**config.mk**
```make
export PLATFORM = sky130hd
export DESIGN_NAME = lcdcd_top
export DESIGN_NICKNAME = d
export VERILOG_FILES = /design/src/core/lcdcd_pkg.sv /design/src/core/lcdcd_buf.sv /design/src/core/lcdcd_top.sv
export SDC_FILE = /design/constraint.sdc
export NUM_CORES = 1
export LEC_CHECK = 0
export BUFFER_PORTS_ARGS = -buffer_cell sky130_fd_sc_hd__buf_2
export CELL_PAD_IN_SITES_DETAIL_PLACEMENT = 2
export CELL_PAD_IN_SITES_GLOBAL_PLACEMENT = 2
export CORE_AREA = 2 2 131 133
export DETAILED_ROUTE_END_ITERATION = 10
export DIE_AREA = 0 0 133 135
export PLACE_DENSITY_LB_ADDON = 0.1
export SETUP_SLACK_MARGIN = 0.05
export SLEW_MARGIN = 30
export SYNTH_ARGS = -nofsm -noshare
export SYNTH_HDL_FRONTEND = slang
export SYNTH_SLANG_ARGS = --single-unit
```
**constraint.sdc**
```tcl
create_clock -name CLK -period 3.23 [get_ports CLK]
set_input_delay 0.4845 -clock CLK [delete_from_list [all_inputs] [get_ports CLK]]
set_output_delay 0.4845 -clock CLK [all_outputs]
set_load 0.01 [all_outputs]
```
**src/core/lcdcd_pkg.sv**
```systemverilog
// package for the lcd driver command decoder: encodings, reset values, carriers
// assumes a byte-level front end that delivers start, stop and received bytes
// Notes on behaviour
// - reset: sleep on, horizontal, blank, pointers zero, codes zero, page zero.
// - while asleep, commands and ram writes still execute; settings persist.
// - while asleep, outputs grounded, oscillator stopped, reset detection kept.
// - direction 0 steps column, 1 steps bank; bank 5 ignores direction.
// - three-bit bank pointer selects banks 0 to 5; 5 holds icons.
// - mux select 00=1:17, 10=1:26, 01=1:34.
// - bias factor n equals seven minus bias code.
// - blank/invert and all-on bits pick blank, normal, all on, inverse.
// - icons_only shows only icon row; else full matrix plus icons.
// - command page 00 function/ram, 01 display, 10 high voltage.
// - byte 00 is no-op, byte 01 resets page, in every page.
// - page 00: page select, function set, bank load, column load.
// - page 01: mux ratio, display configuration, bias code.
// - page 10: range and pump enable, pump factor.
// - page 10: temperature coefficient, contrast code; 01xxxxxx reserved.
// - data bytes go to ram at current pointers in any page.
// - after each data byte the active pointer advances by one.
// - target voltage is offset plus contrast code times 0.03 V.
// - pump factor 00 two times to 11 five times; reset two times.
// - temperature code selects one of eight coefficients.
// - master reaches only instruction and data holding registers.
// - control msb 1: one byte follows; 0: stream until stop.
// - control bit 6 routes following bytes to ram or decoder.
// - only write to 011110+pin address is answered; all bytes acknowledged.
// - pointers wrap per direction; last address wraps to zero.
package lcdcd_pkg;
  localparam logic [5:0] SLAVE_ADDR_HI   = 6'h1E;
  localparam logic [6:0] COL_LAST        = 7'h7F;
  localparam logic [2:0] BANK_LAST_GFX   = 3'h4;
  localparam logic [2:0] BANK_ICON       = 3'h5;
  localparam logic [1:0] PAGE_FUNC       = 2'h0;
  localparam logic [1:0] PAGE_DISP       = 2'h1;
  localparam logic [1:0] PAGE_HV         = 2'h2;
  localparam logic [7:0] CMD_NOP         = 8'h00;
  localparam logic [7:0] CMD_PAGE_RESET  = 8'h01;
  localparam int         CTL_MORE_BIT    = 7;
  localparam int         CTL_RAM_BIT     = 6;
  localparam int         BUF_DEPTH       = 2;
  // contrast formula in millivolts
  localparam int         VOFF_LOW_MV     = 2940;
  localparam int         VOFF_HIGH_MV    = 6750;
  localparam int         VSTEP_MV        = 30;
  localparam logic       RST_SLEEP       = 1'b1;

  typedef struct packed {
    logic       sleep_mode;
    logic       addr_dir_select;
    logic [1:0] command_page;
    logic [2:0] bank_pointer;
    logic [6:0] column_pointer;
    logic [1:0] mux_ratio_sel;
    logic       blank_or_invert_sel;
    logic       icons_only;
    logic       all_on_bit;
    logic [2:0] bias_code;
    logic       range_high_sel;
    logic       pump_enable;
    logic [1:0] pump_factor_sel;
    logic [2:0] temp_coef_sel;
    logic [6:0] contrast_voltage_code;
  } lcdcd_cfg_t;

  typedef struct packed {
    logic       is_data;
    logic [7:0] value;
  } lcdcd_word_t;

  typedef struct packed {
    logic       en;
    logic [2:0] bank;
    logic [6:0] col;
    logic [7:0] data;
  } lcdcd_ram_wr_t;

  typedef enum logic [1:0] {DM_BLANK, DM_NORMAL, DM_ALL_ON, DM_INVERSE} lcdcd_dmode_t;
endpackage : lcdcd_pkg

```
**src/core/lcdcd_buf.sv**
```systemverilog
// two-entry valid/ready buffer holding decoded words
// assumes both sides on CLK; ready may be combinational
module lcdcd_buf
  import lcdcd_pkg::*;
#(
  parameter int DEPTH = BUF_DEPTH
) (
  input  wire logic        CLK,
  input  wire logic        RST,
  input  wire logic        in_valid,
  output logic             in_ready,
  input  wire lcdcd_word_t in_word,
  output logic             out_valid,
  input  wire logic        out_ready,
  output lcdcd_word_t      out_word
);
  typedef struct packed {
    lcdcd_word_t [1:0] mem;
    logic              wp;
    logic              rp;
    logic [1:0]        cnt;
  } lcdcd_buf_st_t;

  lcdcd_buf_st_t s_r;
  lcdcd_buf_st_t s_nxt;
  logic          push;
  logic          pop;

  initial begin
    if (DEPTH != 2) $error("buffer depth must be 2");
  end

  assign in_ready  = (s_r.cnt != 2'h2);
  assign out_valid = (s_r.cnt != 2'h0);
  assign out_word  = s_r.mem[s_r.rp];
  assign push      = in_valid && in_ready;
  assign pop       = out_valid && out_ready;

  always_comb begin
    s_nxt = s_r;
    if (push) begin
      s_nxt.mem[s_r.wp] = in_word;
      s_nxt.wp = ~s_r.wp;
    end
    if (pop) s_nxt.rp = ~s_r.rp;
    s_nxt.cnt = s_r.cnt + {1'b0, push} - {1'b0, pop};
  end

  always_ff @(posedge CLK or posedge RST) begin
    if (RST) s_r <= '0;
    else s_r <= s_nxt;
  end
endmodule : lcdcd_buf

```
**src/core/lcdcd_top.sv**
```systemverilog
// command decoder of the lcd driver: bus byte framing, config state, ram steering
// assumes the serial front end gives clean one-cycle start/stop/byte strobes on CLK
module lcdcd_top
  import lcdcd_pkg::*;
(
  input  wire logic          CLK,
  input  wire logic          RST,
  input  wire logic          BUS_START,
  input  wire logic          BUS_STOP,
  input  wire logic          BUS_BYTE_VALID,
  input  wire logic [7:0]    BUS_BYTE,
  input  wire logic          ADDR_SELECT_PIN,
  output logic               BUS_ACK,
  output logic               BUS_BYTE_READY,
  output lcdcd_cfg_t         CFG,
  output lcdcd_ram_wr_t      RAM_WR,
  output lcdcd_dmode_t       DISPLAY_MODE,
  output logic [2:0]         BIAS_FACTOR,
  output logic [13:0]        VLCD_TARGET_MV,
  output logic               OUTPUTS_GROUNDED,
  output logic               OSC_ENABLE,
  output logic               POR_DETECT_EN
);
  import lcdcd_pkg::*;

  ////////////////////////////////////////////////////////////////////////////
  // pin synchroniser for the address select strap

  logic [2:0] sel_sync_r;
  logic       sel_level_r;

  always_ff @(posedge CLK or posedge RST) begin
    if (RST) begin
      sel_sync_r  <= 3'h0;
      sel_level_r <= 1'b0;
    end else begin
      sel_sync_r <= {sel_sync_r[1:0], ADDR_SELECT_PIN};
      if (sel_sync_r[1] == sel_sync_r[2]) sel_level_r <= sel_sync_r[2];
    end
  end

  ////////////////////////////////////////////////////////////////////////////
  // framing: address, control byte, data byte(s)

  typedef enum logic [2:0] {FR_IDLE, FR_ADDR, FR_CTRL, FR_DATA, FR_STREAM, FR_SKIP} lcdcd_fr_t;

  typedef struct packed {
    lcdcd_fr_t  fr;
    logic       ram_sel;
    logic       ack;
  } lcdcd_fr_st_t;

  lcdcd_fr_st_t f_r;
  lcdcd_fr_st_t f_nxt;
  logic         buf_in_valid;
  logic         buf_in_ready;
  lcdcd_word_t  buf_in_word;
  logic         buf_out_valid;
  lcdcd_word_t  buf_out_word;
  logic         byte_take;

  // bytes stall while the buffer is full, so no word is dropped
  assign BUS_BYTE_READY = (f_r.fr == FR_DATA || f_r.fr == FR_STREAM) ? buf_in_ready : 1'b1;
  assign byte_take      = BUS_BYTE_VALID && BUS_BYTE_READY;
  assign buf_in_valid   = BUS_BYTE_VALID && (f_r.fr == FR_DATA || f_r.fr == FR_STREAM);
  assign buf_in_word    = '{is_data: f_r.ram_sel, value: BUS_BYTE};
  assign BUS_ACK        = f_r.ack;

  always_comb begin
    f_nxt     = f_r;
    f_nxt.ack = 1'b0;
    if (BUS_START) begin
      f_nxt.fr = FR_ADDR;
    end else if (BUS_STOP) begin
      f_nxt.fr = FR_IDLE;
    end else if (byte_take) begin
      case (f_r.fr)
        FR_ADDR: begin
          // write only, address 011110 plus strap level
          if (BUS_BYTE == {SLAVE_ADDR_HI, sel_level_r, 1'b0}) begin
            f_nxt.fr  = FR_CTRL;
            f_nxt.ack = 1'b1;
          end else begin
            f_nxt.fr = FR_SKIP;
          end
        end
        FR_CTRL: begin
          f_nxt.ram_sel = BUS_BYTE[CTL_RAM_BIT];
          f_nxt.fr      = BUS_BYTE[CTL_MORE_BIT] ? FR_DATA : FR_STREAM;
          f_nxt.ack     = 1'b1;
        end
        FR_DATA: begin
          f_nxt.fr  = FR_CTRL;
          f_nxt.ack = 1'b1;
        end
        FR_STREAM: f_nxt.ack = 1'b1;
        default: f_nxt.fr = f_r.fr;
      endcase
    end
  end

  always_ff @(posedge CLK or posedge RST) begin
    if (RST) f_r <= '{fr: FR_IDLE, ram_sel: 1'b0, ack: 1'b0};
    else f_r <= f_nxt;
  end

  ////////////////////////////////////////////////////////////////////////////
  // holding registers between bus and execution

  lcdcd_buf #(
    .DEPTH(BUF_DEPTH)
  ) u_hold (
    .CLK       (CLK),
    .RST       (RST),
    .in_valid  (buf_in_valid),
    .in_ready  (buf_in_ready),
    .in_word   (buf_in_word),
    .out_valid (buf_out_valid),
    .out_ready (1'b1),
    .out_word  (buf_out_word)
  );

  ////////////////////////////////////////////////////////////////////////////
  // execution: commands and ram writes

  function automatic logic [9:0] next_addr(input logic [2:0] bank, input logic [6:0] col,
                                           input logic vert);
    logic [2:0] b;
    logic [6:0] c;
    b = bank;
    c = col;
    if (bank == BANK_ICON || !vert) begin
      c = col + 7'h01;
      if (col == COL_LAST && bank != BANK_ICON) begin
        b = (bank == BANK_LAST_GFX) ? 3'h0 : bank + 3'h1;
      end
    end else begin
      b = (bank >= BANK_LAST_GFX) ? 3'h0 : bank + 3'h1;
      if (bank >= BANK_LAST_GFX) c = col + 7'h01;
    end
    return {b, c};
  endfunction : next_addr

  typedef struct packed {
    lcdcd_cfg_t    cfg;
    lcdcd_ram_wr_t wr;
  } lcdcd_ex_st_t;

  lcdcd_ex_st_t e_r;
  lcdcd_ex_st_t e_nxt;
  logic [7:0]   cb;
  logic [9:0]   adv;

  assign cb  = buf_out_word.value;
  assign adv = next_addr(e_r.cfg.bank_pointer, e_r.cfg.column_pointer,
                         e_r.cfg.addr_dir_select);

  always_comb begin
    e_nxt        = e_r;
    e_nxt.wr.en  = 1'b0;
    // sleep does not gate the decoder at all
    if (buf_out_valid) begin
      if (buf_out_word.is_data) begin
        e_nxt.wr = '{en: 1'b1, bank: e_r.cfg.bank_pointer,
                     col: e_r.cfg.column_pointer, data: cb};
        {e_nxt.cfg.bank_pointer, e_nxt.cfg.column_pointer} = adv;
      end else if (cb == CMD_NOP) begin
        e_nxt.cfg = e_r.cfg;
      end else if (cb == CMD_PAGE_RESET) begin
        e_nxt.cfg.command_page = PAGE_FUNC;
      end else begin
        case (e_r.cfg.command_page)
          PAGE_FUNC: begin
            if (cb[7]) e_nxt.cfg.column_pointer = cb[6:0];
            else if (cb[7:2] == 6'h02) e_nxt.cfg.command_page = cb[1:0];
            else if (cb[7:3] == 5'h04 && !cb[0]) begin
              e_nxt.cfg.sleep_mode      = cb[2];
              e_nxt.cfg.addr_dir_select = cb[1];
            end else if (cb[7:3] == 5'h08) e_nxt.cfg.bank_pointer = cb[2:0];
          end
          PAGE_DISP: begin
            if (cb[7:2] == 6'h01) e_nxt.cfg.mux_ratio_sel = cb[1:0];
            else if (cb[7:3] == 5'h01) begin
              e_nxt.cfg.blank_or_invert_sel = cb[2];
              e_nxt.cfg.icons_only          = cb[1];
              e_nxt.cfg.all_on_bit          = cb[0];
            end else if (cb[7:3] == 5'h02) e_nxt.cfg.bias_code = cb[2:0];
          end
          PAGE_HV: begin
            if (cb[7]) e_nxt.cfg.contrast_voltage_code = cb[6:0];
            else if (cb[7:2] == 6'h01) begin
              e_nxt.cfg.range_high_sel = cb[1];
              e_nxt.cfg.pump_enable    = cb[0];
            end else if (cb[7:2] == 6'h02) e_nxt.cfg.pump_factor_sel = cb[1:0];
            else if (cb[7:3] == 5'h04) e_nxt.cfg.temp_coef_sel = cb[2:0];
          end
          default: e_nxt.cfg = e_r.cfg;
        endcase
      end
    end
  end

  always_ff @(posedge CLK or posedge RST) begin
    if (RST) begin
      e_r                <= '0;
      e_r.cfg.sleep_mode <= RST_SLEEP;
    end else begin
      e_r <= e_nxt;
    end
  end

  ////////////////////////////////////////////////////////////////////////////
  // derived outputs

  logic [13:0] vlcd_r;
  logic [13:0] vlcd_nxt;

  always_comb begin
    vlcd_nxt = 14'((e_r.cfg.range_high_sel ? VOFF_HIGH_MV : VOFF_LOW_MV)
             + int'(e_r.cfg.contrast_voltage_code) * VSTEP_MV);
  end

  always_ff @(posedge CLK or posedge RST) begin
    if (RST) vlcd_r <= 14'(VOFF_LOW_MV);
    else vlcd_r <= vlcd_nxt;
  end

  assign CFG              = e_r.cfg;
  assign RAM_WR           = e_r.wr;
  assign BIAS_FACTOR      = 3'h7 - e_r.cfg.bias_code;
  // enum order blank, normal, all on, inverse packs as {all_on, blank_or_invert}
  assign DISPLAY_MODE     = lcdcd_dmode_t'({e_r.cfg.all_on_bit,
                                            e_r.cfg.blank_or_invert_sel});
  assign VLCD_TARGET_MV   = vlcd_r;
  assign OUTPUTS_GROUNDED = e_r.cfg.sleep_mode;
  assign OSC_ENABLE       = !e_r.cfg.sleep_mode;
  assign POR_DETECT_EN    = 1'b1;
endmodule : lcdcd_top

```
* Yosys cells after proc, flatten, opt, wreduce, memory -nomap -nowiden
Cells that the tools add are included.
Cells by class: bitwise gates (word level) 11, add/sub/neg operators 6, mux-type cells 51, $mul 1, reduce and logical (&&, ||, !) cells 36, $lt $le $gt $ge 4, eq/ne operators 28
Operators by type and width (number):
- 2-to-1 mux 32 bit | 2
- 2-to-1 mux 3 bit | 16
- 2-to-1 mux 19 bit | 2
- 2-to-1 mux 7 bit | 5
- 2-to-1 mux 9 bit | 3
- AND reduction 6 bit | 4
- AND reduction 8 bit | 3
- bitwise mux 18 bit | 1
- AND reduction 9 bit | 2
- 2-to-1 mux 5 bit | 3
- adder 13 x 12 -> 14 bit | 1
- 2-to-1 mux 14 bit | 1
- AND reduction 7 bit | 2
- 2-to-1 mux 13 bit | 1
- 2-to-1 mux 12 bit | 1
- nonzero test 2 bit | 6
- multiplier 7 x 4 -> 11 bit, second input constant | 1
- NOT 1 bit | 11
- 2-to-1 mux 10 bit | 1
- 2-to-1 mux 2 bit | 5
- inequality test 2 bit, second input constant | 5
- demux 9 bit (select 1 bit) | 1
- equality test 3 bit, second input constant | 3
- case mux 3 bit (3 select lines) | 1
- 40 further kinds | 56
Word-level totals: word-level logic and storage cells 169, bits in registers 100

* Depth between registers and ports, before layout
Gate-level depths: netlist (run 1).
word-level depth 11, mapped depth 13

* Hierarchy
From an unflattened synthesis (run 1), not the netlist that was laid out.
Second synthesis, totals: cell total of the unflattened synthesis 478, area total of the unflattened synthesis 5287.6 µm²
By module, submodules not included:
- lcdcd_top | instances 1, sequential area each 1938.1 µm², area each 4262.8 µm², cells each 413
- lcdcd_buf | instances 1, sequential area each 550.5 µm², area each 1024.7 µm², cells each 65

* Worst setup path after synthesis (run 1)
No wires, ideal clock.
path kind register -> register, start point reg e_r, in the netlist CFG[0], end point reg vlcd_r[13], in the netlist VLCD_TARGET_MV[13], setup time 0.119 ns, arrival time 3.333 ns, required time 3.111 ns, slack -0.222 ns, buffers on the path 0, cell stages (with the launch flop) 10, clock period less this slack 3.452 ns, cell sequence dfrtp_1 fa_1 fa_1 fa_1 or3b_2 a21oi_1 o21ai_0 a31o_2 o21ba_2 o21a_1
On the way: word-level cells in the longest chain between the ends 2
RTL lines:
- from (decl) | RTL line lcdcd_top.sv:149 | lcdcd_ex_st_t e_r;
- from (signal assigned) | RTL line lcdcd_top.sv:208 | e_r <= e_nxt;
- multiplier 7 x 4 -> 11 bit | RTL line lcdcd_top.sv:220 | + int'(e_r.cfg.contrast_voltage_code) * VSTEP_MV);
- adder 13 x 12 -> 14 bit | RTL line lcdcd_top.sv:220
- net vlcd_nxt[13] | RTL line lcdcd_top.sv:216 | logic [13:0] vlcd_nxt;
- to (signal assigned) | RTL line lcdcd_top.sv:224 | if (RST) vlcd_r <= 14'(VOFF_LOW_MV);
- to (signal assigned) | RTL line lcdcd_top.sv:225 | else vlcd_r <= vlcd_nxt;
- to (decl) | RTL line lcdcd_top.sv:215 | logic [13:0] vlcd_r;
The timed path passes the listed nets, and every way through them passes these cells. A chain may end at the register's enable or synchronous reset.

* Final worst setup path (run 1)
start point reg e_r, in the netlist CFG[2], end point reg vlcd_r[13], in the netlist VLCD_TARGET_MV[13]
Same word-level chain as after synthesis.

==> results of run 1 <==
what timing repair did:
| action | CTS | global route |
|---|---|---|
| setup buffers | 0 | 4 |
| resized for setup | 8 | 19 |
| pin swaps | 6 | 17 |
| cloned | 0 | 0 |
| setup endpoints to repair | 6 | 7 |
placed cells by master, fill, tap and decap left out, types with 4 or more instances in the layout:
master	Yosys	final
inv_1	35	27
buf_2	2	90
inv_4	0	5
buf_4	6	41
clkbuf_16	0	9
nand2b_1	6	6
ha_4	0	5
o22a_1	5	5
mux2i_1	8	8
mux2_2	35	35
a31oi_1	6	6
ha_1	22	17
nand3_1	6	5
nor3b_1	4	4
xnor2_1	9	6
nor3_1	7	7
nand2_1	24	23
dfstp_2	9	9
nor2b_1	6	6
a21oi_1	42	37
dfrtp_1	90	84
fa_2	0	4
xor2_1	7	5
nor2_1	44	43
nor4_1	6	6
dfrtp_2	0	6
o21ai_0	27	25
and3_1	5	5
fa_1	11	7
stage by stage:
step | setup slack [ns] | util [%] | power [uW] | setup TNS (ns) | instance area [sq um]
4_1_cts | -0.202 | 40.1 | 3270 | -0.804 | 6570
5_1_grt | -0.333 | 40.8 | 3370 | -1.35 | 6700
3_3_place_gp | -0.125 | 37.9 | 2030 | -0.399 | 6210
6_report | -0.203 | 40.8 | 3220 | -0.753 | 6700
2_1_floorplan | -0.0797 | - | 1810 | -0.430 | 5270
3_5_place_dp | -0.171 | 37.9 | 2050 | -0.669 | 6210
kinds of logic (layout without fill, tap and decap cells):
| family | after synthesis | in the layout |
|---|---|---|
| other | 2 | 2 |
| multiplexers | 44 | 44 |
| XOR/XNOR | 16 | 16 |
| adder cells (fa/ha/maj) | 34 | 34 |
| buffers and inverters | 50 | 183 |
| flip-flops | 99 | 99 |
| AND/OR/NAND/NOR | 134 | 134 |
| AO/OA/AOI/OAI | 105 | 105 |
flip-flops by register name (all words and copies together), names as in the netlist:
| register | cells |
|---|---|
| VLCD_TARGET_MV | 13 |
| OUTPUTS_GROUNDED | 1 |
| u_hold.s_r | 22 |
| sel_level_r | 1 |
| CFG | 35 |
| BUS_ACK | 1 |
| buf_in_word | 1 |
| sel_sync_r | 3 |
| f_r | 3 |
| RAM_WR | 19 |
routing by layer:
layer	GRT usage [%]	vias to the layer above
met3	3.49	12
met4	4.12	0
met1	21.3	2140
met2	31.8	58
li1	-	1943
met5	0	-
layout make-up:
| class | instances | area share (%) |
|---|---|---|
| sequential | 99 | 37.3 |
| clock buffer | 9 | 3.36 |
| inverter | 35 | 2.15 |
| tap | 220 | 4.11 |
| timing repair buffer | 132 | 11.5 |
| clock inverter | 7 | 1.49 |
| multi-input combinational | 335 | 40.1 |
worst max-delay path by stage:
stage | start | slack [ns] | end | depth (start not counted)
floorplan | CFG[2] | -0.08 | VLCD_TARGET_MV[13] | 13
global placement | CFG[2] | -0.13 | VLCD_TARGET_MV[13] | 11
detailed placement | CFG[2] | -0.17 | VLCD_TARGET_MV[13] | 11
CTS | CFG[0] | -0.20 | VLCD_TARGET_MV[13] | 11
global route | CFG[2] | -0.33 | VLCD_TARGET_MV[13] | 12
finish | CFG[2] | -0.20 | VLCD_TARGET_MV[13] | 9
power by group:
part | internal [uW] | switching (uW) | total, uW
clock network | 686 | 508 | 1190
registers | 1310 | 93.7 | 1410
logic | 246 | 370 | 616
total | 2250 | 971 | 3220
worst max-delay path, stage by stage, from the launching register on:
cell	delay, ns
dfrtp_2	0.44
fa_2	0.51
fa_2	0.61
fa_2	0.48
or3b_4	0.42
a21oi_4	0.16
o21ai_2	0.07
a31o_2	0.24
o21ba_4	0.23
o21a_1	0.16
==> impl_results.md, run 1 <==
* Antenna cells at 0
* # IOs at 93
* H-Tree Level Count at 3
* Dpl cells at 819
* Final WL at 15400 microns
* Worst EP required at 3.47 ns
* Peak supply drop at 261 uV
* Post-synthesis compound-gate area fraction at 12.0%
* Synth Area in XOR/XNOR at 2.70%
* Synth warn at 0
* Syn_area_per_cell at 10.7 sq um
* R2R Setup Slk at -0.20 ns
* WHS Path Cells at 1
* Die H at 135 microns
* Yosys reg bits at 99
* WP data arrival at 3.67 ns
* Max clock buf depth at 2
* Outcome: finished, violations left
* Most common flop cell mapped by yosys: dfrtp_1
* Critical path endpoint category: flip-flop
* Simple-Gate Fraction of Synth Area at 13.8%
* Initial Utilization at 31.6%
* FF+latch area at 0.00250 sq mm
* Initial antenna violation count at 0
* Worst R2R Start: CFG[2]
* FP Rows at 47
* Cts hold-fix bufs at 0
* Async S/R FF share, synth at 100%
* Layout area overhead at 29.0%
* Met3 routed WL at 460 microns
* Largest family of logic cells by synthesized area: simple AND/OR/NAND/NOR gates
* Post-synth top area cell: dfrtp_1
* Setup crit start kind: flip-flop
* Critical path peak fanout at 3
* Hold slack at 0.232 ns
* Wl on met1 at 6670 microns
* Post-DR wirelength/cell at 18.3 microns
* Post-synth cell types at 61
* Fillers at 1742
* Drt first pass iters at 4
* Post-Syn Area at 0.00519 sq mm
* Clk_lat worst skew at 0.35 ns
* DR top layer: met4
* Clock sink total at 99
* Max-Cap Viols at 0
* Post-synth net total at 531
* First-pass GRT wire length at 24500 microns
* Reg2Reg Depth at 9
* Post-Synthesis Cells at 484
* Core region area at 0.0164 sq mm
* Fmax at 291 MHz
* Hold Path Sink: sel_sync_r[0]
* Hold_sp: ADDR_SELECT_PIN
* Post-DRT Antenna Nets at 0
* Max Slew Vio Count at 0
* DR WL met2 at 8110 microns
* Detailed-route via count at 4153
* Worst relative slew slack at 44.7%
* RR Endpoint: VLCD_TARGET_MV[13]
* Final setup violation count at 5
* Clock root buffer: clkbuf_16
* Clock slew seen by the registers of the worst setup and hold paths at 0.07 ns
* Detailed-route DRC error count at 0
* Min cycle time layout at 3.43 ns
* Mux contribution to synthesized area at 9.42%
* 1st-iter DRT viols at 142
* Share of cells above drive strength 1 at 40.2%
* CTS Buf Count at 9
* Period utilisation layout at 106%
* Fin. Hold Viols at 0
* Largest net degree at the start of global routing at 63
* GRT Residual Overflow at 0
* IO Port Bufs at 90
* Setup ws final at -0.203 ns
* Post-synth EDFFs at 0
* Die area at 0.0180 sq mm
* Synth area leaders: dfrtp_1 (43%), mux2_2 (7.6%), ha_1 (5.3%)
* Final Non-Filler Cells at 837
* Area of the multi-input gates at 0.00269 sq mm
* Synth Area in Adders at 9.73%
* RSZ-0062 raised after global routing: yes
* Most common cell in the netlist: dfrtp_1
* Vias per cell at 4.96
* Top-area cell type share of the netlist area at 43.4%
* Hold crit path type: primary input to flip-flop
* PD cells at 480 mW/mm^2
* Clk_skew at 0.00918 ns
* Worst Setup Path Type: flip-flop to flip-flop
* Total GRT Usage at 17.5%
* Dpl hpwl at 11200 microns
* Vias in the first global route at 4649
* Routability cong. at 0.777
* Post-synthesis sequential area ratio at 47.9%
* Failing checks: setup timing
* P_leak at 0.00326 uW
* TritonCTS clock tree: yes
* Worst-Margin Slew at 0.829 ns
* Nets@finish at 659
* Synth cell count leaders: dfrtp_1 (90), nor2_1 (44), a21oi_1 (42), inv_1 (35), mux2_2 (35)
* Die width at 133 microns
(Power assumes the default switching activity.)
==> run 2: changes to the inputs <==
--- a/config.mk
+++ b/config.mk
@@ -8,12 +8,13 @@
 export BUFFER_PORTS_ARGS = -buffer_cell sky130_fd_sc_hd__buf_2
 export CELL_PAD_IN_SITES_DETAIL_PLACEMENT = 2
 export CELL_PAD_IN_SITES_GLOBAL_PLACEMENT = 2
-export CORE_AREA = 2 2 131 133
+export CORE_AREA = 2 2 130 132
 export DETAILED_ROUTE_END_ITERATION = 10
-export DIE_AREA = 0 0 133 135
+export DIE_AREA = 0 0 132 134
 export PLACE_DENSITY_LB_ADDON = 0.1
 export SETUP_SLACK_MARGIN = 0.05
 export SLEW_MARGIN = 30
 export SYNTH_ARGS = -nofsm -noshare
 export SYNTH_HDL_FRONTEND = slang
+export SYNTH_HIERARCHICAL = 1
 export SYNTH_SLANG_ARGS = --single-unit
==> impl_results.md, run 2 <==
* Outcome: finished, violations left
* Failing checks: setup timing
* Detailed-route via count at 4080 (-1.8%)
* DP Area at 0.00623 sq mm (+0.28%)
* Setup crit start kind: flip-flop
* Setup ws final at -0.301 ns (-0.0975 ns)
* Post-synthesis sequential area ratio at 47.1% (-0.86 points)
* RR Endpoint: VLCD_TARGET_MV[13]
* WP data arrival at 3.78 ns (+0.11 ns)
* Layout area overhead at 27.0%
* Critical path endpoint category: flip-flop
* Total GRT Usage at 17.8% (+0.35 points)
* Slowest CP cell: fa_1
* Worst-Margin Slew at 0.871 ns (+0.0417 ns)
* Worst EP required at 3.48 ns (about the same)
* Synth cell count leaders: dfrtp_1 (90), mux2_2 (46), nand2_1 (39), inv_1 (35), o21ai_0 (34)
* Clock slew seen by the registers of the worst setup and hold paths at 0.07 ns (about the same)
* Fmax at 283 MHz (-2.8%)
* Post-Syn Area at 0.00529 sq mm (+1.8%)
* CTS Buf Count at 9 (unchanged)
* Die width at 132 microns (-0.75%)
* Initial antenna violation count at 0 (unchanged)
* Core region area at 0.0163 sq mm (-0.72%)
* Synth warn at 6 (+6)
* Die area at 0.0177 sq mm (-1.5%)
* Max reg flops at 35 (unchanged)
* Most common cell after layout, fill and taps aside: buf_2
* Setup WS pre-CTS at -0.425 ns (-0.253 ns)
* Area of the multi-input gates at 0.00274 sq mm (+1.8%)
* Most common flop cell mapped by yosys: dfrtp_1
* Post-synth top area cell: dfrtp_1
* CP endpoint: VLCD_TARGET_MV[13]
* Critical path peak fanout at 3 (unchanged)
* Clock root buffer: clkbuf_16
* Final setup violation count at 6 (+1)
* IO Port Bufs at 90 (unchanged)
* FF+latch area at 0.00249 sq mm (-0.20%)
* Async S/R FF share, synth at 100% (unchanged)
* Max-Cap Viols at 0 (unchanged)
* Worst Setup Path Type: flip-flop to flip-flop
* FP Rows at 47 (unchanged)
* R2R Setup Slk at -0.30 ns (-0.10 ns)
* Synth area leaders: dfrtp_1 (43%), mux2_2 (9.8%), ha_1 (5.7%)
* Fin. Hold Viols at 0 (unchanged)
* Routability cong. at 0.779 (+0.23%)
* TritonCTS clock tree: yes
* Min cycle time layout at 3.53 ns (+0.0975 ns)
* Clk_lat worst skew at 0.36 ns (about the same)
* PD cells at 744 mW/mm^2 (+55%)
* Clk_skew at 0.00820 ns (-0.000982 ns)
* Fillers at 1741 (-0.057%)
* CP startpoint: CFG[2]
* Drt first pass iters at 4 (unchanged)
* Post-synth EDFFs at 0 (unchanged)
* RSZ-0062 raised after global routing: yes
* Post-Synthesis Cells at 478 (-1.2%)
* Top-area cell type share of the netlist area at 42.6% (-0.78 points)
* Most frequent cells in the layout: buf_2 (90), dfrtp_1 (88), mux2_2 (46)
* Post-DRT Antenna Nets at 0 (unchanged)
* GRT Residual Overflow at 0 (unchanged)
* Antenna cells at 0 (unchanged)
* Worst relative slew slack at 41.9% (-2.8 points)
* Peak supply drop at 304 uV (+17%)
* Power, Total at 5000 uW (+55%)
* Final WL at 15000 microns (-2.0%)
* Detailed-route DRC error count at 0 (unchanged)
* Crit path cell chain: inv_2 > fa_1 > fa_1 > inv_2 > ha_4 > nand2_4 > or3b_4 > and3_4 > xnor2_4 > ha_4 > a31o_4 > o21ba_4 > o21a_1
* Die H at 134 microns (-0.74%)
* Initial Utilization at 32.5% (+0.81 points)
* Share of cells above drive strength 1 at 41.9% (+1.7 points)
* Most common cell in the netlist: dfrtp_1
* Post-synth cell types at 66 (+8.2%)
* Final Cell Area at 0.00672 sq mm (+0.26%)
* Period utilisation layout at 109% (+3.0 points)
* Dpl hpwl at 10900 microns (-3.2%)
* Vias in the first global route at 4594 (-1.2%)
* Yosys reg bits at 99 (unchanged)
* First-pass GRT wire length at 24700 microns (+0.79%)
* Cts hold-fix bufs at 0 (unchanged)
* # IOs at 93 (unchanged)
* Max clock buf depth at 2 (unchanged)
* Hold crit path type: primary input to async pin
* Final Non-Filler Cells at 829 (-0.96%)
* Dpl cells at 805 (-1.7%)
* 1st-iter DRT viols at 84 (-41%)
* P_leak at 0.00328 uW (+0.59%)
* Clock sink total at 99 (unchanged)
* Reg2Reg Depth at 13 (+4)
* H-Tree Level Count at 3 (unchanged)
* Max Slew Vio Count at 0 (unchanged)
* Worst R2R Start: CFG[2]
* Syn_area_per_cell at 11.1 sq um (+3.1%)
* Layout Utilization at 41.2% (+0.40 points)
* Nets@finish at 653 (-0.91%)
* Post-DR wirelength/cell at 18.1 microns (-1.1%)
* Largest net degree at the start of global routing at 38 (-40%)
* Vias per cell at 4.92 (-0.81%)
* CP max stage delay at 0.51 ns (-0.10 ns)
-- run 2: changes by cell type after synthesis, sizes merged, moves of 8 or more --
| cell | before | now |
|---|---|---|
| nor2 | 47 | 19 |
| nand3 | 6 | 14 |
| nand2 | 24 | 39 |
| a21oi | 42 | 24 |
| mux2 | 36 | 55 |
-- run 2: cell families (layout without fill, tap and decap cells) --
group | Yosys count | count (layout) | share of synthesized area (%)
AOI/OAI and AO/OA | 86 | 86 | 9.91
DFF | 99 | 99 | 47.1
adders and majority gates | 36 | 36 | 10.0
xor gates and xnor gates | 16 | 16 | 2.65
other | 2 | 3 | 0.142
and+or+nand+nor | 129 | 129 | 13.3
buffers and inverters | 54 | 184 | 4.38
muxes | 56 | 56 | 12.5
-- run 2: area by class of cell --
class / instances / area share, %
Multi-Input combinational cell: 326 / 40.7
Sequential cell: 99 / 37.1
Timing Repair Buffer: 133 / 11.7
Tap cell: 220 / 4.10
Clock buffer: 12 / 3.82
Inverter: 35 / 2.01
Clock inverter: 4 / 0.503
-- run 2: report_power, final --
part | leakage (uW) | internal [uW] | switching [uW]
Sequential | 0.00130 | 1480 | 220
Combinational | 0.00183 | 1070 | 1130
Clock | 0.000145 | 575 | 518
Total | 0.00328 | 3130 | 1870
-- run 2: worst min-delay path by stage --
| stage | depth (start not counted) | from | end | slack [ns] |
|---|---|---|---|---|
| after floorplan | 0 | sel_sync_r[0] | sel_sync_r[1] | 0.33 |
| after global placement | 0 | sel_sync_r[0] | sel_sync_r[1] | 0.34 |
| after detailed placement | 0 | sel_sync_r[0] | sel_sync_r[1] | 0.34 |
| after CTS | 1 | ADDR_SELECT_PIN | sel_sync_r[0] | 0.23 |
| after global routing | 1 | ADDR_SELECT_PIN | sel_sync_r[0] | 0.23 |
| final | 2 | RST | f_r[4] | 0.21 |
-- run 2: critical path, delay by kind of cell (launching register included) --
kind	cells	cell delay (ns)
adder cells (fa/ha/maj)	4	1.51
AND/OR/NAND/NOR	3	0.63
AO/OA/AOI/OAI	3	0.61
flip-flops	1	0.40
XOR/XNOR	1	0.15
buffers and inverters	2	0.12
-- run 2: through the flow --
step                hold slack [ns]  setup TNS [ns]
floorplan                     0.331           -1.24
global placement              0.343           -1.38
detailed placement            0.337           -1.99
CTS                           0.227           -1.15
global route                  0.227           -2.13
finish                        0.209           -1.28
-- run 2: what timing repair did --
item	CTS	global route
pin swaps	7	5
endpoints found under the setup margin	8	8
resized for setup	23	4
cloned	0	0
setup buffers	5	3
-- run 2: metal layers --
metal	GRT usage, %	up-vias	part of all wire (%)
met4	5.98	0	1.5
met3	3.06	11	3.1
met2	30.4	68	51
met1	22.9	2099	44
met5	0	-	0
li1	-	1902	-
